### src/hw/sac_pkg.sv
package sac_pkg;
  // ----------------------------------------
  // Group numbers and frame constants
  // ----------------------------------------
  localparam logic [17:0] GRP_ADDR_CLAIMED = 18'h0EE00;
  localparam logic [17:0] GRP_CLAIMED_GLOBAL = 18'h0EEFF;
  localparam logic [17:0] GRP_MAKER_REQ = 18'h1FED6;
  localparam logic [7:0] REQ_HIGH = 8'hEA;
  localparam logic [7:0] REQ_BYTE1 = 8'hEE;
  localparam logic [7:0] NULL_ADDR = 8'hFE;
  localparam logic [7:0] GLOBAL_ADDR = 8'hFF;
  localparam logic [2:0] CLAIM_PRIO = 3'h6;
  localparam logic [3:0] REQ_LEN = 4'h3;
  localparam logic [3:0] CLAIM_LEN = 4'h8;
  // ----------------------------------------
  // Identity field positions
  // ----------------------------------------
  localparam int SERIAL_LSB = 0;
  localparam int MAKER_LSB = 21;
  localparam int NODE_INST_LSB = 32;
  localparam int FUNC_INST_LSB = 35;
  localparam int COMPAT_LSB = 40;
  localparam int CAPABLE_BIT = 63;
  localparam logic [7:0] DEF_ADDR = 8'h80;
  localparam logic [7:0] DEF_LOW = 8'h80;
  typedef enum {SAC_IDLE, SAC_SEND, SAC_WAIT, SAC_HOLD, SAC_LOST} sac_state_t;
endpackage

### src/hw/sac_claimer.sv
`timescale 1ns/100ps
// Notes on behaviour
// - Address search starts at the node type's default address.
// - Never claim an address in the static-node range.
// - On a lost or taken candidate, decrement and try again.
// - Dynamic node yields to static nodes and stronger identities; static keeps.
// - Keep watching claims; when displaced, rerun the claim procedure.
// - Identities compare as 64-bit values, smaller wins, capable flag on top.
// - Serial in bits 0..20, maker code in bits 21..31.
// - Byte 4 holds node instance (bits 0-2) and function instance (bits 3-7).
// - Identity bit 63 is one when dynamic, zero when fixed.
// - Maker-filtered request answered only when the maker code matches.
// - Request byte 0 bits 0-2 low maker bits, byte 1 high eight.
// - Maker-filtered request acknowledged with claim sent to global group.
// - Identity claim sent on request; dynamic node honours stronger claims.
// - Group requests answered with the claim when that group is asked.
// - Multi-packet transfer lives outside this block.
// - Every frame here fits one CAN frame with its own group number.
// - Address request: EAh high byte, source 254, payload 0, 238, 0; the source is not checked here, any source is answered.
// - Claim frame uses group EE00h, priority 6, identity as payload.
// - Static nodes answer address requests too.
module sac_claimer #(
  parameter logic [7:0] DEFAULT_ADDR = sac_pkg::DEF_ADDR,
  parameter logic [7:0] LOWEST_ADDR = sac_pkg::DEF_LOW,
  parameter int WAIT_CYCLES = 4000
) (
  input wire logic clk,
  input wire logic rstn,
  input wire logic ce,
  input wire logic dynamic_mode,
  input wire logic [7:0] static_addr,
  input wire logic [20:0] serial_number,
  input wire logic [10:0] maker_code,
  input wire logic [2:0] node_instance,
  input wire logic [4:0] function_instance,
  input wire logic [22:0] compat_field,
  input wire logic start,
  input wire logic rx_valid,
  input wire logic [17:0] rx_group,
  input wire logic [7:0] rx_source_address,
  input wire logic [3:0] rx_len,
  input wire logic [63:0] rx_data,
  input wire logic tx_ready,
  output logic tx_valid,
  output logic [17:0] tx_group,
  output logic [2:0] tx_priority,
  output logic [7:0] tx_source_address,
  output logic [3:0] tx_len,
  output logic [63:0] tx_data,
  output logic [7:0] source_address,
  output logic claimed,
  output logic failed
);
  // ----------------------------------------
  // Identity layout
  // ----------------------------------------
  logic [63:0] identity;
  assign identity = {dynamic_mode, 3'h0, compat_field[19:16], compat_field[15:9], 1'b0,
                     compat_field[7:0], function_instance, node_instance,
                     maker_code, serial_number};

  // byte-wise compare from byte 7 down
  function automatic logic other_wins(input logic [63:0] a, input logic [63:0] mine);
    logic res;
    logic done;
    res = 1'b0;
    done = 1'b0;
    for (int i = 7; i >= 0; i--) begin
      if (!done && a[i*8 +: 8] != mine[i*8 +: 8]) begin
        res = a[i*8 +: 8] < mine[i*8 +: 8];
        done = 1'b1;
      end
    end
    return res;
  endfunction

  // ----------------------------------------
  // Frame decode
  // ----------------------------------------
  sac_pkg::sac_state_t state;
  sac_pkg::sac_state_t next_state;
  logic [7:0] cand;
  logic [15:0] wait_cnt;
  logic reply_pend;
  logic reply_global;
  logic [7:0] my_addr;
  wire is_claim = rx_valid && rx_group == sac_pkg::GRP_ADDR_CLAIMED;
  wire claim_mine = is_claim && rx_source_address == my_addr;
  wire other_stronger = other_wins(rx_data, identity);
  wire is_addr_req = rx_valid && rx_group[17:8] == {2'b00, sac_pkg::REQ_HIGH} && rx_len == sac_pkg::REQ_LEN
                     && rx_data[15:8] == sac_pkg::REQ_BYTE1 && rx_data[7:0] == 8'h00 && rx_data[23:16] == 8'h00;
  wire req_for_me = is_addr_req && (rx_group[7:0] == my_addr || rx_group[7:0] == sac_pkg::GLOBAL_ADDR);
  wire maker_req = rx_valid && rx_group == sac_pkg::GRP_MAKER_REQ;
  wire maker_hit = maker_req && {rx_data[15:8], rx_data[2:0]} == maker_code;
  // answer a request; group request for the claim group; static too
  wire want_reply = (req_for_me || maker_hit) && (claimed || !dynamic_mode);
  assign my_addr = dynamic_mode ? cand : static_addr;
  wire [7:0] dec_cand = cand - 8'h01;
  wire can_dec = cand > LOWEST_ADDR;
  wire lost_now = claim_mine && dynamic_mode && other_stronger;

  // ----------------------------------------
  // Claim sequencer
  // ----------------------------------------
  always_comb begin
    next_state = state;
    case (state)
      sac_pkg::SAC_IDLE: begin
        if (start || !dynamic_mode && start) begin
          next_state = sac_pkg::SAC_SEND;
        end
      end
      sac_pkg::SAC_SEND: begin
        if (tx_valid && tx_ready) begin
          next_state = dynamic_mode ? sac_pkg::SAC_WAIT : sac_pkg::SAC_HOLD;
        end
      end
      sac_pkg::SAC_WAIT: begin
        if (lost_now) begin
          next_state = can_dec ? sac_pkg::SAC_SEND : sac_pkg::SAC_LOST;
        end else if (wait_cnt == 16'(WAIT_CYCLES)) begin
          next_state = sac_pkg::SAC_HOLD;
        end
      end
      sac_pkg::SAC_HOLD: begin
        // displaced node reclaims; yield to stronger
        if (lost_now) begin
          next_state = can_dec ? sac_pkg::SAC_SEND : sac_pkg::SAC_LOST;
        end
      end
      sac_pkg::SAC_LOST: next_state = sac_pkg::SAC_LOST;
      default: next_state = sac_pkg::SAC_IDLE;
    endcase
  end

  wire send_claim = state == sac_pkg::SAC_SEND || reply_pend;

  always_ff @(posedge clk) begin
    if (!rstn) begin
      state <= sac_pkg::SAC_IDLE;
      cand <= DEFAULT_ADDR;
      wait_cnt <= 16'h0000;
      reply_pend <= 1'b0;
      reply_global <= 1'b0;
    end else if (ce) begin
      state <= next_state;
      if (lost_now && can_dec) begin
        cand <= dec_cand;
      end
      wait_cnt <= (state == sac_pkg::SAC_WAIT && !lost_now) ? wait_cnt + 16'h0001 : 16'h0000;
      if (want_reply) begin
        reply_pend <= 1'b1;
        // Request strobe is gone by send time, so remember which group to answer with
        reply_global <= maker_hit;
      end else if (tx_valid && tx_ready) begin
        reply_pend <= 1'b0;
      end
    end
  end

  // ----------------------------------------
  // Outputs
  // ----------------------------------------
  always_ff @(posedge clk) begin
    if (!rstn) begin
      tx_valid <= 1'b0;
      tx_group <= 18'h00000;
      tx_priority <= 3'h0;
      tx_source_address <= 8'h00;
      tx_len <= 4'h0;
      tx_data <= 64'h0000000000000000;
      source_address <= sac_pkg::NULL_ADDR;
      claimed <= 1'b0;
      failed <= 1'b0;
    end else if (ce) begin
      if (tx_valid && tx_ready) begin
        tx_valid <= 1'b0;
      end else if (send_claim && !tx_valid) begin
        tx_valid <= 1'b1;
        // claim frame; maker ack goes global; single frame
        // multi-packet text is left to the transport
        tx_group <= (reply_pend && reply_global) ? sac_pkg::GRP_CLAIMED_GLOBAL : sac_pkg::GRP_ADDR_CLAIMED;
        tx_priority <= sac_pkg::CLAIM_PRIO;
        tx_source_address <= (state == sac_pkg::SAC_LOST) ? sac_pkg::NULL_ADDR : my_addr;
        tx_len <= sac_pkg::CLAIM_LEN;
        tx_data <= identity;
      end
      claimed <= next_state == sac_pkg::SAC_HOLD;
      failed <= next_state == sac_pkg::SAC_LOST;
      source_address <= (next_state == sac_pkg::SAC_HOLD) ? my_addr : sac_pkg::NULL_ADDR;
    end
  end

  // ----------------------------------------
  // Checks
  // ----------------------------------------
  property p_prio;
    @(posedge clk) disable iff (!rstn) tx_valid |-> tx_priority == sac_pkg::CLAIM_PRIO;
  endproperty
  a_prio: assert property (p_prio) else $error("claim priority wrong");
  property p_payload;
    @(posedge clk) disable iff (!rstn) tx_valid |-> tx_data == identity && tx_len == sac_pkg::CLAIM_LEN;
  endproperty
  a_payload: assert property (p_payload) else $error("claim payload wrong");
  property p_dec;
    @(posedge clk) disable iff (!rstn) ce && lost_now && can_dec |=> cand == $past(cand) - 8'h01;
  endproperty
  a_dec: assert property (p_dec) else $error("no decrement");
  property p_floor;
    @(posedge clk) disable iff (!rstn) dynamic_mode |-> cand >= LOWEST_ADDR;
  endproperty
  a_floor: assert property (p_floor) else $error("static range entered");
  property p_yield;
    @(posedge clk) disable iff (!rstn) ce && claimed && lost_now |=> !claimed;
  endproperty
  a_yield: assert property (p_yield) else $error("did not yield");
  property p_cap;
    @(posedge clk) disable iff (!rstn) tx_valid |-> tx_data[63] == dynamic_mode && tx_data[62:60] == 3'h0;
  endproperty
  a_cap: assert property (p_cap) else $error("capable bit wrong");
  property p_maker;
    @(posedge clk) disable iff (!rstn) tx_data[31:21] == maker_code || !tx_valid;
  endproperty
  a_maker: assert property (p_maker) else $error("maker field wrong");
  property p_reply;
    @(posedge clk) disable iff (!rstn) ce && want_reply && !tx_valid ##1 ce |-> ##[0:3] tx_valid;
  endproperty
  a_reply: assert property (p_reply) else $error("request unanswered");
  property p_maker_silent;
    @(posedge clk) disable iff (!rstn) ce && maker_req && !maker_hit && !reply_pend |=> !reply_pend;
  endproperty
  a_maker_silent: assert property (p_maker_silent) else $error("foreign maker answered");
  property p_unclaimed_silent;
    @(posedge clk) disable iff (!rstn) ce && dynamic_mode && !claimed && !reply_pend |=> !reply_pend;
  endproperty
  a_unclaimed_silent: assert property (p_unclaimed_silent) else $error("unclaimed node replied");
  property p_maker_ack;
    @(posedge clk) disable iff (!rstn) ce && maker_hit && (claimed || !dynamic_mode) |=> reply_pend && reply_global;
  endproperty
  a_maker_ack: assert property (p_maker_ack) else $error("maker request not acknowledged");
  property p_req_static;
    @(posedge clk) disable iff (!rstn) ce && req_for_me && !dynamic_mode |=> reply_pend;
  endproperty
  a_req_static: assert property (p_req_static) else $error("static node ignored request");
  property p_ready_drop;
    @(posedge clk) disable iff (!rstn) ce && tx_valid && tx_ready |=> !tx_valid;
  endproperty
  a_ready_drop: assert property (p_ready_drop) else $error("frame sent twice");
  property p_hold_frame;
    @(posedge clk) disable iff (!rstn) ce && tx_valid && !tx_ready |=> tx_valid && $stable(tx_group)
      && $stable(tx_source_address) && $stable(tx_data);
  endproperty
  a_hold_frame: assert property (p_hold_frame) else $error("frame changed while waiting");
  property p_reclaim;
    @(posedge clk) disable iff (!rstn) ce && lost_now && can_dec && state == sac_pkg::SAC_HOLD
      |=> state == sac_pkg::SAC_SEND;
  endproperty
  a_reclaim: assert property (p_reclaim) else $error("no reclaim after displacement");
  property p_lost_floor;
    @(posedge clk) disable iff (!rstn) ce && lost_now && !can_dec
      && (state == sac_pkg::SAC_HOLD || state == sac_pkg::SAC_WAIT) |=> failed;
  endproperty
  a_lost_floor: assert property (p_lost_floor) else $error("went below lowest address");
  property p_static_keeps;
    @(posedge clk) disable iff (!rstn) ce && !dynamic_mode && claimed && claim_mine |=> claimed;
  endproperty
  a_static_keeps: assert property (p_static_keeps) else $error("static node gave up address");
  property p_weak_ignored;
    @(posedge clk) disable iff (!rstn) ce && dynamic_mode && claimed && claim_mine && !other_stronger |=> claimed;
  endproperty
  a_weak_ignored: assert property (p_weak_ignored) else $error("yielded to weaker identity");
  property p_wait_bound;
    @(posedge clk) disable iff (!rstn) state == sac_pkg::SAC_WAIT |-> wait_cnt <= 16'(WAIT_CYCLES);
  endproperty
  a_wait_bound: assert property (p_wait_bound) else $error("wait counter overran");
  property p_start_send;
    @(posedge clk) disable iff (!rstn) ce && start && state == sac_pkg::SAC_IDLE |=> state == sac_pkg::SAC_SEND;
  endproperty
  a_start_send: assert property (p_start_send) else $error("start ignored");
  property p_fail_sticky;
    @(posedge clk) disable iff (!rstn) failed |=> failed;
  endproperty
  a_fail_sticky: assert property (p_fail_sticky) else $error("failure flag dropped");
  property p_excl;
    @(posedge clk) disable iff (!rstn) !(claimed && failed);
  endproperty
  a_excl: assert property (p_excl) else $error("claimed and failed together");
  property p_sa_claimed;
    @(posedge clk) disable iff (!rstn) claimed |-> source_address == my_addr;
  endproperty
  a_sa_claimed: assert property (p_sa_claimed) else $error("claimed address wrong");
  property p_unclaimed_null;
    @(posedge clk) disable iff (!rstn) !claimed |-> source_address == sac_pkg::NULL_ADDR;
  endproperty
  a_unclaimed_null: assert property (p_unclaimed_null) else $error("address shown while unclaimed");
  property p_grp;
    @(posedge clk) disable iff (!rstn) tx_valid |-> tx_group == sac_pkg::GRP_ADDR_CLAIMED
      || tx_group == sac_pkg::GRP_CLAIMED_GLOBAL;
  endproperty
  a_grp: assert property (p_grp) else $error("claim group wrong");
  property p_src_static;
    @(posedge clk) disable iff (!rstn) tx_valid && !dynamic_mode |-> tx_source_address == static_addr;
  endproperty
  a_src_static: assert property (p_src_static) else $error("static source wrong");
  property p_cmp_top;
    @(posedge clk) disable iff (!rstn) rx_data[63:56] < identity[63:56] |-> other_stronger;
  endproperty
  a_cmp_top: assert property (p_cmp_top) else $error("top byte compare wrong");
  property p_cmp_low;
    @(posedge clk) disable iff (!rstn) rx_data[63:8] == identity[63:8] && rx_data[7:0] > identity[7:0]
      |-> !other_stronger;
  endproperty
  a_cmp_low: assert property (p_cmp_low) else $error("low byte compare wrong");
  property p_reserved;
    @(posedge clk) disable iff (!rstn) tx_valid |-> tx_data[48] == 1'b0;
  endproperty
  a_reserved: assert property (p_reserved) else $error("reserved bit set");
  property p_inst;
    @(posedge clk) disable iff (!rstn) tx_valid |-> tx_data[39:32] == {function_instance, node_instance};
  endproperty
  a_inst: assert property (p_inst) else $error("instance byte wrong");
  property p_serial;
    @(posedge clk) disable iff (!rstn) tx_valid |-> tx_data[20:0] == serial_number;
  endproperty
  a_serial: assert property (p_serial) else $error("serial field wrong");
  property p_ce_freeze;
    @(posedge clk) disable iff (!rstn) !ce |=> $stable(state) && $stable(cand) && $stable(tx_valid);
  endproperty
  a_ce_freeze: assert property (p_ce_freeze) else $error("state moved while disabled");
  property p_lost_fail;
    @(posedge clk) disable iff (!rstn) state == sac_pkg::SAC_LOST |-> failed;
  endproperty
  a_lost_fail: assert property (p_lost_fail) else $error("lost without failure flag");
  c_claim: cover property (@(posedge clk) disable iff (!rstn) !claimed ##1 claimed);
  c_lost: cover property (@(posedge clk) disable iff (!rstn) lost_now);
  c_maker: cover property (@(posedge clk) disable iff (!rstn) maker_hit);
  c_static: cover property (@(posedge clk) disable iff (!rstn) !dynamic_mode && claimed);
  c_global: cover property (@(posedge clk) disable iff (!rstn) tx_valid && tx_group == sac_pkg::GRP_CLAIMED_GLOBAL);
endmodule

### config.mk
export PLATFORM = sky130hd
export DESIGN_NAME = sac_claimer
export DESIGN_NICKNAME = d
export VERILOG_FILES = /design/src/hw/sac_pkg.sv /design/src/hw/sac_claimer.sv
export SDC_FILE = /design/constraint.sdc
export NUM_CORES = 1
export LEC_CHECK = 0
export BUFFER_PORTS_ARGS = -buffer_cell sky130_fd_sc_hd__buf_2
export CAP_MARGIN = 10
export CORE_MARGIN = 1.5
export CORE_UTILIZATION = 35
export CTS_CLUSTER_DIAMETER = 150
export CTS_CLUSTER_SIZE = 16
export DETAILED_ROUTE_END_ITERATION = 8
export PLACE_DENSITY = 0.59
export SLEW_MARGIN = 25
export SYNTH_ARGS = -nofsm -noshare
export SYNTH_HDL_FRONTEND = slang
export SYNTH_SLANG_ARGS = --single-unit
### constraint.sdc
create_clock -name clk -period 4.5 [get_ports clk]
set_clock_uncertainty 0.05 [all_clocks]
set_input_delay 0.45 -clock clk [delete_from_list [all_inputs] [get_ports clk]]
set_output_delay 0.45 -clock clk [all_outputs]
set_load 0.02 [all_outputs]
; ---- After elaboration in Yosys (flattened, before gate mapping)
; Index checks and enable logic that the tools add are counted.
; W data, S select, Z words.
[op_classes]
add_sub_neg = 2
magnitude_cmp = 9
n_eq_ne = 27
mux = 32
n_bitwise = 1
reduce_logical = 51
[ops]
columns = op, n
row1 = $mux W32, 5
row2 = $pmux W32 S5, 1
row3 = $eq A32 B2 Y1 const B, 3
row4 = $eq A32 B3 Y1 const B, 3
row5 = $eq A32 B4 Y1 const B, 2
row6 = $lt A8 B8 Y1, 8
row7 = $ne A8 B8 Y1, 8
row8 = $eq A32 B1 Y1 const B, 1
row9 = $logic_not A32 Y1, 1
row10 = $mux W8, 4
row11 = $logic_and A1 B1 Y1, 26
row12 = $mux W1, 20
row13 = $eq A18 B16 Y1 const B, 1
row14 = $eq A18 B17 Y1 const B, 1
row15 = $add A16 B1 Y16 const B, 1
row16 = $eq A16 B12 Y1 const B, 1
row17 = $eq A8 B8 Y1, 2
row18 = $eq A8 B8 Y1 const B, 2
row19 = $logic_not A8 Y1, 2
row20 = $mux W16, 1
row21 = $eq A11 B11 Y1, 1
row22 = $eq A10 B8 Y1 const B, 1
row23 = $logic_not A1 Y1, 10
row24 = $gt A8 B8 Y1 const B, 1
row25 = other kinds (8), 16
[totals]
regBits = 157
in_bits = 172
output_inout_bits = 108
elab_cells = 136

; ---- Longest topological paths before layout
; Gate-level depths: netlist of run 1.
[logic_depth]
word_depth = 28
mapped_depth = 12
depth_no_buf = 10

; ---- Least setup slack after synthesis of run 1
; OpenSTA, ideal clock, no wires.
[synth_timing]
path_type = input-to-reg
from = input dynamic_mode
to = register cand[6]
setup_ns = 0.071
arrival_ns = 3.110
t_required_ns = 4.379
path_slack_ns = 1.270
path_stages = 12
path_buffers = 2
cell_sequence = clkbuf_1 -> inv_1 -> ha_1 -> nand4_1 -> nor4_4 -> nand3_1 -> a211o_1 -> o32ai_2 -> o2111ai_2 -> buf_6 -> or3_1 -> a21oi_1
[synth_between]
elab_chain_len = 26
word_cells_on_any_way = 38
cone_classes = order compare (1) / eq/ne (2) / mux (16) / reduce/logical (19)
[synth_rtl]
columns = item, line_no
row1 = start: declaration, sac_claimer.sv:30  ; input wire logic dynamic_mode,
row2 = $ne A8 B8 Y1, sac_claimer.sv:69  ; if (!done && a[i*8 +: 8] != mine[i*8 +: 8]) begin
row3 = $mux W1, sac_claimer.sv:69
row4 = $logic_not A1 Y1, sac_claimer.sv:69
row5 = $logic_and A1 B1 Y1, sac_claimer.sv:69
row6 = $mux W1, sac_claimer.sv:69
row7 = $logic_not A1 Y1, sac_claimer.sv:69
row8 = $logic_and A1 B1 Y1, sac_claimer.sv:69
row9 = $mux W1, sac_claimer.sv:69
row10 = [10 not listed], n/a
row11 = $logic_and A1 B1 Y1, sac_claimer.sv:69
row12 = $mux W1, sac_claimer.sv:69
row13 = $logic_not A1 Y1, sac_claimer.sv:69
row14 = $logic_and A1 B1 Y1, sac_claimer.sv:69
row15 = $mux W1, sac_claimer.sv:69
row16 = $logic_and A1 B1 Y1 *, sac_claimer.sv:100  ; wire lost_now = claim_mine && dynamic_mode && other_stronger;
row17 = $logic_and A1 B1 Y1 *, sac_claimer.sv:147  ; if (lost_now && can_dec) begin
row18 = $reduce_and A2 Y1 (no source line) *, n/a
row19 = end signal: assignment, sac_claimer.sv:148  ; cand <= dec_cand;
row20 = end: declaration, sac_claimer.sv:82  ; logic [7:0] cand;
; Mark *: on every way between the ends. The rest lies on a longest branch, timed or not.
; A chain may end at the register's enable or synchronous reset.

; ---- Final worst setup path of run 1
[layout_timing]
from = input dynamic_mode
to = register cand[3]
; The elaborated chain is that of the path after synthesis.

==> impl_metrics.toml, run 1 <==
[run_status]
status = "complete, no violations"

[placement]
numPortBuffers = 263
detailed_place_hpwl_um = 17900
gpl.final_weighted_congestion = 0.892

[yosys]
synth-seq-cells = 139
post_syn_area_per_cell_um2 = 8.20
async_reset_ff_share_pct = 0
synth-seq-area-share_pct = 37.2
netlist-cell-type-count = 61
netlist_instances = 911
edff_count_synth = 0
synth.yosys.warnings = 0
ys.flop_type = "sky130_fd_sc_hd__dfxtp_1"
mappedNetlistArea_um2 = 7470

[min_path]
holdCritPathClass = "input port to flip-flop"
number_of_stages_on_the_worst_hold_path = 3

[global_routing]
grt_antenna_before_repair = 5
grt_start_max_net_pins = 54
track_usage_pct = 20.6
vias_in_the_first_global_route = 6596
globalRouteOverflowTotal = 0
first_pass_grt_wire_length_um = 35100

[floorplan]
core_um2 = 21000
placement_rows = 53
floorplan.io_pins = 280
die-width_um = 149
fp.dieArea_um2 = 22200
start_util_pct = 35.7
chipHeight_um = 149

[layout]
area_delta_synth_final_pct = 27.3
top_library_cells_by_usage_in_the_layout_fill_and_taps_aside = "263 x sky130_fd_sc_hd__buf_2, 141 x sky130_fd_sc_hd__nand2_1, 139 x sky130_fd_sc_hd__dfxtp_1"
fin_util_pct = 45.4
layout_commonest_cell = "sky130_fd_sc_hd__buf_2"
n_fill_cell = 2161
nets = 1383
drive_above_1_share_pct = 26.7

[clocking]
tritoncts = "built"
cts_setup_buffers = 0
worst_skew_pair.late_latency_ns = 0.42
cts_root_buf = "sky130_fd_sc_hd__clkbuf_16"
cts_sinks = 139
cts_inserted_buffers = 17
htreeDepth = 4
cts_hold_buffers = 0
clk_pin_slew_worst_setup_hold_paths_ns = 0.06
ctsResizeCount = 0
cts_buffer_depth = 2

[critical_path]
r2r_startpoint = "state[17]"
setup.worst_path.end_class = "flip-flop"
worstPathArrival_ns = 3.70
cp.required_ns = 4.79
critPathMaxFanout = 13
timing.setup.critical_path_class = "input port to flip-flop"
critPathCapture = "cand[3]"
r2r_setup_slack_ns = 1.44
startpoint_type = "input port"
rr_endpoint = "tx_data[3]"
worstSetupStartpoint = "dynamic_mode"
reg2regPathDepth = 8

[detailed_routing]
post_drt_via_cell_ratio = 4.94
num_vias = 7100
finalWirelength_um = 23000
wl_per_cell_um = 16.0
dr.pass1.iters = 4
drcViolationCount = 0
ant_nets = 0
dr.first_iter.drc_count = 365

[timing]
hold_viol = 0
timing.slew.headroom_pct = 32.2
grt_setup_unrepaired = "false"
worstMarginPinSlew_ns = 1.02
timing.final.crit_period_ns = 3.41
post-route-period-util_pct = 75.8
setup_viol = 0
maxClockFrequency_mhz = 293
timing.setup.tns_ns = 0
drv_slew = 0

[job]
cap_violations = 0

[pwr]
cellPowerDensity_nw_per_um2 = 337
power.ir.vdd_worst_v = 0.000282
leakagePower_nw = 4.42
[registers in the layout, summed over array words and instances (netlist names), 2 cells and up]
| register | cells |
|---|---|
| tx_group | 2 |
| state | 32 |
| tx_data | 60 |
| tx_source_address | 8 |
| cand | 8 |
| wait_cnt | 16 |
| source_address | 8 |
[per-layer routing]
layer | global-route usage (%) | wire (um) | vias to the layer above | share of wire [%]
met5 | 0 | 0 | - | 0
met4 | 5.79 | 461 | 0 | 2.0
met3 | 6.39 | 1500 | 29 | 6.5
met2 | 33.7 | 10600 | 222 | 46
met1 | 25.9 | 10500 | 3256 | 46
li1 | - | - | 3593 | -
[cells by family (layout without fill, tap and decap cells)]
family | after synthesis | in the layout | synth area share (%)
multiplexers | 10 | 10 | 1.34
AO/OA/AOI/OAI | 163 | 163 | 13.4
flip-flops | 139 | 139 | 37.2
adder cells (fa/ha/maj) | 64 | 64 | 10.7
buffers and inverters | 133 | 370 | 8.15
other | 1 | 15 | 0.0502
XOR/XNOR | 42 | 42 | 4.92
AND/OR/NAND/NOR | 359 | 359 | 24.2
[synth_stat cells, types with 2 or more instances]
master / count / area share (%)
sky130_fd_sc_hd__a21oi_1: 87 / 5.8
sky130_fd_sc_hd__or2_2: 4 / 0.33
sky130_fd_sc_hd__nor2b_1: 7 / 0.59
sky130_fd_sc_hd__a21o_1: 3 / 0.30
sky130_fd_sc_hd__nand2_1: 141 / 7.1
sky130_fd_sc_hd__a2111oi_0: 3 / 0.35
sky130_fd_sc_hd__o211ai_1: 5 / 0.50
sky130_fd_sc_hd__and4_1: 3 / 0.35
sky130_fd_sc_hd__buf_4: 27 / 2.7
sky130_fd_sc_hd__a211o_1: 4 / 0.47
sky130_fd_sc_hd__ha_1: 64 / 11
sky130_fd_sc_hd__nor4b_1: 4 / 0.47
sky130_fd_sc_hd__nand3_1: 17 / 1.1
sky130_fd_sc_hd__dfxtp_1: 139 / 37
sky130_fd_sc_hd__nand2b_1: 9 / 0.75
sky130_fd_sc_hd__nand4b_1: 3 / 0.35
sky130_fd_sc_hd__and2_1: 30 / 2.5
sky130_fd_sc_hd__or4b_1: 2 / 0.27
sky130_fd_sc_hd__o21ai_0: 17 / 1.1
sky130_fd_sc_hd__o31ai_1: 4 / 0.40
sky130_fd_sc_hd__o211a_1: 2 / 0.27
sky130_fd_sc_hd__mux2i_1: 10 / 1.3
sky130_fd_sc_hd__o41ai_1: 3 / 0.35
sky130_fd_sc_hd__or4_1: 2 / 0.20
sky130_fd_sc_hd__xnor2_1: 29 / 3.4
sky130_fd_sc_hd__a211oi_1: 6 / 0.60
sky130_fd_sc_hd__nor3b_1: 2 / 0.20
sky130_fd_sc_hd__a31oi_1: 8 / 0.67
sky130_fd_sc_hd__nand4_1: 23 / 1.9
sky130_fd_sc_hd__nor2_1: 44 / 2.2
sky130_fd_sc_hd__xor2_1: 13 / 1.5
sky130_fd_sc_hd__nor4_1: 17 / 1.4
sky130_fd_sc_hd__o21a_1: 2 / 0.20
sky130_fd_sc_hd__inv_1: 68 / 3.4
sky130_fd_sc_hd__and3_1: 11 / 0.92
sky130_fd_sc_hd__a311oi_1: 7 / 0.82
sky130_fd_sc_hd__nor3_1: 26 / 1.7
sky130_fd_sc_hd__or3_1: 7 / 0.59
sky130_fd_sc_hd__o221ai_1: 2 / 0.23
sky130_fd_sc_hd__clkbuf_1: 35 / 1.8
[critical path: stages]
cell	delay [ns]
sky130_fd_sc_hd__buf_2	0.28
sky130_fd_sc_hd__inv_1	0.17
sky130_fd_sc_hd__ha_1	0.33
sky130_fd_sc_hd__nand4_1	0.17
sky130_fd_sc_hd__nor4_4	0.45
sky130_fd_sc_hd__nand3_1	0.19
sky130_fd_sc_hd__a211o_1	0.28
sky130_fd_sc_hd__o32ai_2	0.29
sky130_fd_sc_hd__o2111ai_2	0.37
sky130_fd_sc_hd__or4b_1	0.58
sky130_fd_sc_hd__a21oi_1	0.14
[metrics by stage]
| step | power (mW) | area [um2] | setup WS (ns) | cells | hold slack, ns |
|---|---|---|---|---|---|
| 2_1_floorplan | 1.57 | 7520 | 1.27 | 922 | 0.380 |
| 3_3_place_gp | 1.75 | 8890 | 0.697 | 1403 | 0.389 |
| 3_5_place_dp | 1.75 | 8890 | 0.655 | 1403 | 0.393 |
| 4_1_cts | 3.24 | 9510 | 1.09 | 1434 | 0.205 |
| 5_1_grt | 3.35 | 9510 | 0.880 | 1435 | 0.210 |
| 6_report | 3.21 | 9510 | 1.09 | 1437 | 0.223 |
[where the power goes]
| part | switching [mW] | internal, mW | total (mW) |
|---|---|---|---|
| clock network | 0.552 | 0.935 | 1.49 |
| registers | 0.0155 | 1.26 | 1.27 |
| logic | 0.272 | 0.178 | 0.451 |
[area by class of cell]
type	instances	area (um2)	share of cell area, %
multi-input combinational	650	4130	43.4
sequential	139	2780	29.2
timing repair buffer	270	1370	14.4
clock buffer	23	488	5.13
tap	275	344	3.62
inverter	69	259	2.72
clock inverter	8	133	1.39
antenna	3	7.51	0.0789
[worst min-delay path by stage]
stage	end	slack [ns]	from
finish	tx_data[10]	0.22	serial_number[10]
global route	tx_data[38]	0.21	function_instance[3]
CTS	tx_data[14]	0.20	serial_number[14]
detailed placement	tx_data[31]	0.39	tx_data[31]
global placement	tx_data[40]	0.39	tx_data[40]
floorplan	state[13]	0.38	state[13]
Power figures use the tool's default switching activity.
==> inputs of run 2 (changes only) <==
==> constraint.sdc (replaced) <==
create_clock -name clk -period 3.4 [get_ports clk]
set_clock_uncertainty 0.05 [all_clocks]
set_input_delay 0.34 -clock clk [delete_from_list [all_inputs] [get_ports clk]]
set_output_delay 0.34 -clock clk [all_outputs]
set_load 0.02 [all_outputs]
==> impl_metrics.toml, run 2 (synthesis gave the netlist of run 1 again) <==
[run_status]
status = "complete, no violations"

[clocking]
clk_pin_slew_worst_setup_hold_paths_ns = 0.07
tritoncts = "built"
cts_hold_buffers = 0
cts_sinks = 139
cts_inserted_buffers = 17
cts_root_buf = "sky130_fd_sc_hd__clkbuf_16"
worst_skew_pair.late_latency_ns = 0.42
cts_setup_buffers = 0
htreeDepth = 4
ctsResizeCount = 0
cts_buffer_depth = 2

[pwr]
clock_power_share_pct = 44.8
power.ir.vdd_worst_v = 0.000372
cell_internal_pwr_mw = 3.05
p_comb_share_pct = 14.7
cellPowerDensity_nw_per_um2 = 432
switching_share_pct = 26.8
leakagePower_nw = 4.49
p_seq_share_pct = 40.5
power_switching_mw = 1.11

[global_routing]
grt_antenna_before_repair = 3
track_usage_pct = 20.7
globalRouteOverflowTotal = 0
grt_start_max_net_pins = 76
globalRoute.busiestLayer = "met2"
grtUsageMet2_pct = 34.4
globalRouteMet3Util_pct = 5.26
globalRouteMet1Util_pct = 25.8
first_pass_grt_wire_length_um = 35400
vias_in_the_first_global_route = 6750

[job]
cap_violations = 0

[timing]
timing.slew.headroom_pct = 55.3
maxClockFrequency_mhz = 334
setup_viol = 0
post-route-period-util_pct = 88.0
timing.final.crit_period_ns = 2.99
fin_ws_ns = 0.408
worstMarginPinSlew_ns = 0.669
hold_viol = 0
timing.setup.tns_ns = 0
drv_slew = 0
grt_setup_unrepaired = "false"

[detailed_routing]
ant_nets = 0
dr.pass1.iters = 4
drcViolationCount = 0
post_drt_via_cell_ratio = 4.92
wl_per_cell_um = 16.0
num_vias = 7144
finalWirelength_um = 23200
dr.first_iter.drc_count = 422

[floorplan]
core_um2 = 21000
fp.dieArea_um2 = 22200
chipHeight_um = 149
die-width_um = 149
placement_rows = 53
floorplan.io_pins = 280
start_util_pct = 35.7

[placement]
gpl.final_weighted_congestion = 0.879
numPortBuffers = 263
pre_cts_slack_ns = -0.0676
dp_cells = 1417
detailed_place_hpwl_um = 17800

[critical_path]
setup.worst_path.end_class = "flip-flop"
r2r_startpoint = "cand[7]"
cp_slowest_stage_delay_ns = 0.48
cp.buffers_inverters = 3
crit_top_cell = "sky130_fd_sc_hd__buf_4"
rr_endpoint = "cand[3]"
timing.setup.critical_path_class = "input port to flip-flop"
critical_path.top_delay_family = "simple AND/OR/NAND/NOR gates"
worstPathArrival_ns = 3.26
worst_path_max_delay_cell = "sky130_fd_sc_hd__or4b_4"
reg2regPathDepth = 7
cp.required_ns = 3.67
critical_path.cell_chain = "buf_2 -> ha_1 -> or4b_4 -> nor4_4 -> nand3_1 -> a221oi_1 -> o32ai_2 -> buf_4 -> nor4_1 -> a211oi_1 -> buf_4 -> o31ai_1"
startpoint_type = "input port"
critPathMaxFanout = 4
r2r_setup_slack_ns = 0.60

[layout]
largest_reg_flops = 60
drive_above_1_share_pct = 27.8
top_library_cells_by_usage_in_the_layout_fill_and_taps_aside = "263 x sky130_fd_sc_hd__buf_2, 141 x sky130_fd_sc_hd__nand2_1, 139 x sky130_fd_sc_hd__dfxtp_1"
nets = 1397
reg.largest.list = "tx_data (60), state (32), wait_cnt (16)"
area_delta_synth_final_pct = 28.7
layout_commonest_cell = "sky130_fd_sc_hd__buf_2"
register_containing_the_most_flip_flops_in_the_final_layout = "tx_data"
fin_util_pct = 45.9
fin_cells = 1451

[min_path]
holdCritPathClass = "input port to flip-flop"
timing.hold.worst.start = "node_instance[1]"
worstHoldEndpoint = "tx_data[33]"
number_of_stages_on_the_worst_hold_path = 3
[run 2: changes by cell type in the layout (fill, tap and decap cells not counted)]
| cell | previous run | this run |
|---|---|---|
| sky130_fd_sc_hd__clkinv_2 | 0 | 5 |
| sky130_fd_sc_hd__clkbuf_1 | 2 | 0 |
| sky130_fd_sc_hd__inv_6 | 2 | 1 |
| sky130_fd_sc_hd__buf_4 | 7 | 18 |
| sky130_fd_sc_hd__bufinv_16 | 3 | 2 |
| sky130_fd_sc_hd__buf_12 | 0 | 3 |
| sky130_fd_sc_hd__clkbuf_8 | 4 | 3 |
[run 2: metal layers]
metal	wire (um)	up-vias
met4	491	0
met3	1580	26
met5	0	-
met1	10400	3260
met2	10700	226
li1	-	3632
[run 2: through the flow]
stage / hold WS [ns] / cell area [um2] / power (mW)
floorplan: 0.380 / 7520 / 2.08
global placement: 0.389 / 9030 / 2.33
detailed placement: 0.394 / 9030 / 2.33
CTS: 0.0943 / 9610 / 4.21
global route: 0.0993 / 9620 / 4.34
finish: 0.110 / 9620 / 4.16
[run 2: worst max-delay path by stage]
stage / to / depth (start not counted) / start / slack (ns)
global route: claimed / 12 / compat_field[16] / 0.21
CTS: claimed / 12 / compat_field[16] / 0.39
finish: claimed / 12 / compat_field[16] / 0.41
floorplan: cand[6] / 12 / dynamic_mode / 0.28
detailed placement: claimed / 12 / compat_field[16] / -0.07
global placement: cand[5] / 10 / compat_field[16] / 0.02
[run 2: power groups by stage]
stage / Clock [mW] / Combinational [mW] / Sequential [mW]
after floorplan: 0 / 0.317 / 1.76
after global placement: 0 / 0.607 / 1.72
after detailed placement: 0 / 0.613 / 1.72
after CTS: 1.91 / 0.616 / 1.69
after global routing: 1.97 / 0.681 / 1.69
final: 1.86 / 0.612 / 1.69
[run 2: worst reg2reg max path, stage by stage, from the launching register on]
cell and delay [ns]:
sky130_fd_sc_hd__dfxtp_1 0.32, sky130_fd_sc_hd__mux2i_1 0.32, sky130_fd_sc_hd__xnor2_1 0.11, sky130_fd_sc_hd__nor4_1 0.53
sky130_fd_sc_hd__and4_1 0.38, sky130_fd_sc_hd__o2111ai_2 0.30, sky130_fd_sc_hd__or4b_1 0.55, sky130_fd_sc_hd__a21oi_1 0.16
[run 2: layout make-up]
class | instances | area, um2
fill | 2170 | 11300
multi-input combinational | 650 | 4130
sequential | 139 | 2780
timing repair buffer | 284 | 1510
clock buffer | 20 | 467
tap | 275 | 344
inverter | 69 | 259
clock inverter | 11 | 119
antenna | 3 | 7.51
==> inputs of run 3 (changes only) <==
--- a/config.mk
+++ b/config.mk
@@ -9,10 +9,12 @@
 export CAP_MARGIN = 10
 export CORE_MARGIN = 1.5
 export CORE_UTILIZATION = 35
+export CTS_BUF_LIST = sky130_fd_sc_hd__clkbuf_2
 export CTS_CLUSTER_DIAMETER = 150
 export CTS_CLUSTER_SIZE = 16
 export DETAILED_ROUTE_END_ITERATION = 8
 export PLACE_DENSITY = 0.59
+export SKIP_LAST_GASP = 1
 export SLEW_MARGIN = 25
 export SYNTH_ARGS = -nofsm -noshare
 export SYNTH_HDL_FRONTEND = slang
==> impl_metrics.toml, run 3 (synthesis gave the netlist of run 1 again) <==
[pwr]
leakagePower_nw = 4.59
cellPowerDensity_nw_per_um2 = 335
power.ir.vdd_worst_v = 0.000161
power_mw = 3.31

[placement]
detailed_place_hpwl_um = 17800
gpl.final_weighted_congestion = 0.879
postPlaceCellArea_um2 = 9030
dp_cells = 1417
pre_cts_slack_ns = -0.0676
numPortBuffers = 263

[layout]
reg.largest.list = "tx_data (60), state (32), wait_cnt (16)"
largest_reg_flops = 60
layout_commonest_cell = "sky130_fd_sc_hd__buf_2"
top_library_cells_by_usage_in_the_layout_fill_and_taps_aside = "263 x sky130_fd_sc_hd__buf_2, 141 x sky130_fd_sc_hd__nand2_1, 139 x sky130_fd_sc_hd__dfxtp_1"
register_containing_the_most_flip_flops_in_the_final_layout = "tx_data"
fin_util_pct = 47.2
nets = 1460
drive_above_1_share_pct = 26.1
final_area_um2 = 9890
fin_cells = 1516
area_delta_synth_final_pct = 32.3

[detailed_routing]
num_vias = 7390
dr.first_iter.drc_count = 446
drcViolationCount = 0
post_drt_via_cell_ratio = 4.87
ant_nets = 0
dr.pass1.iters = 5
finalWirelength_um = 23700
wl_per_cell_um = 15.6

[timing]
timing.slew.headroom_pct = 56.4
maxClockFrequency_mhz = 306
fin_ws_ns = 0.130
drv_slew = 0
worstMarginPinSlew_ns = 0.653
hold_viol = 0
grt_setup_unrepaired = "false"
post-route-period-util_pct = 96.2
timing.final.crit_period_ns = 3.27
setup_viol = 0

[clocking]
cts_buffer_depth = 2
cts_setup_buffers = 0
tritoncts = "built"
cts_root_buf = "sky130_fd_sc_hd__clkbuf_2"
worst_skew_pair.late_latency_ns = 0.69
cts_inserted_buffers = 17
cts_hold_buffers = 63
htreeDepth = 4
cts_sinks = 139
ctsResizeCount = 0
clk_pin_slew_worst_setup_hold_paths_ns = 0.20

[global_routing]
grt_antenna_before_repair = 5
first_pass_grt_wire_length_um = 36000
globalRouteOverflowTotal = 0
track_usage_pct = 20.8
vias_in_the_first_global_route = 6978
grt_start_max_net_pins = 76

[critical_path]
worstPathArrival_ns = 3.82
cp_slowest_stage_delay_ns = 0.53
startpoint_type = "input port"
r2r_setup_slack_ns = 0.56
r2r_startpoint = "cand[7]"
path_depth = 13
critical_path.cell_chain = "dlygate4sd3_1 -> buf_2 -> ha_1 -> or4b_4 -> nor4_4 -> nand3_1 -> a221oi_1 -> o32ai_2 -> buf_4 -> nor4_1 -> a211oi_1 -> buf_4 -> o31ai_1"
worstSetupStartpoint = "compat_field[16]"
reg2regPathDepth = 7
critical_path.top_delay_family = "simple AND/OR/NAND/NOR gates"
cp.required_ns = 3.95
rr_endpoint = "cand[3]"
cp.buffers_inverters = 4
critPathCapture = "claimed"
critPathMaxFanout = 4
timing.setup.critical_path_class = "input port to flip-flop"
crit_top_cell = "sky130_fd_sc_hd__buf_4"
setup.worst_path.end_class = "flip-flop"
worst_path_max_delay_cell = "sky130_fd_sc_hd__dlygate4sd3_1"

[floorplan]
floorplan.io_pins = 280
fp.dieArea_um2 = 22200
start_util_pct = 35.7
placement_rows = 53
core_um2 = 21000
chipHeight_um = 149
die-width_um = 149

[job]
cap_violations = 0

[min_path]
holdCritPathClass = "input port to flip-flop"
timing.hold.worst.start = "static_addr[5]"

[run_status]
status = "complete, no violations"
==> run 3: changes by cell type in the layout (fill, tap and decap cells not counted) <==
cell,delta
sky130_fd_sc_hd__clkinv_1,+3
sky130_fd_sc_hd__clkbuf_16,-17
sky130_fd_sc_hd__clkbuf_8,-3
sky130_fd_sc_hd__diode_2,+2
sky130_fd_sc_hd__clkbuf_2,+17
sky130_fd_sc_hd__dlygate4sd3_1,+63
==> run 3: per-layer routing <==
metal  part of all wire (%)  GRT usage, %  up-vias
li1                       -             -     3757
met1                     45          26.0     3371
met2                     47          35.1      236
met3                    6.3          4.98       26
met4                    2.1          6.98        0
met5                      0             0        -
==> run 3: cell type report <==
| cell class | count | area (um2) |
|---|---|---|
| well taps | 275 | 344 |
| multi-input cells | 650 | 4130 |
| inverters | 69 | 259 |
| fillers | 2146 | 11100 |
| repair buffers | 347 | 2140 |
| flip-flops and latches | 139 | 2780 |
| clock buffers | 17 | 85.1 |
| clock inverters | 14 | 130 |
| diodes | 5 | 12.5 |
==> run 3: worst min-delay path: cells and delay by family <==
family	cells	cell delay, ns
multiplexers	1	0.12
buffers and inverters	2	0.29
AO/OA/AOI/OAI	1	0.09
==> run 3: power by group <==
part / total (mW) / switching, mW / internal [mW]
registers: 1.69 / 0.0207 / 1.67
logic: 0.670 / 0.373 / 0.297
clock network: 0.955 / 0.631 / 0.323
total: 3.31 / 1.03 / 2.29
==> run 3: worst min-delay path by stage <==
stage	to	depth (start not counted)
floorplan	state[13]	1
global placement	tx_data[39]	2
detailed placement	tx_data[17]	2
CTS	tx_source_address[5]	4
global route	tx_source_address[5]	4
finish	tx_source_address[5]	4
==> run 3: through the flow <==
stage / hold slack (ns) / TNS, ns
after detailed placement: 0.394 / -0.105
after floorplan: 0.380 / 0
after global routing: 0.0315 / 0
final: 0.138 / 0
after global placement: 0.389 / 0
after CTS: 0.0496 / 0
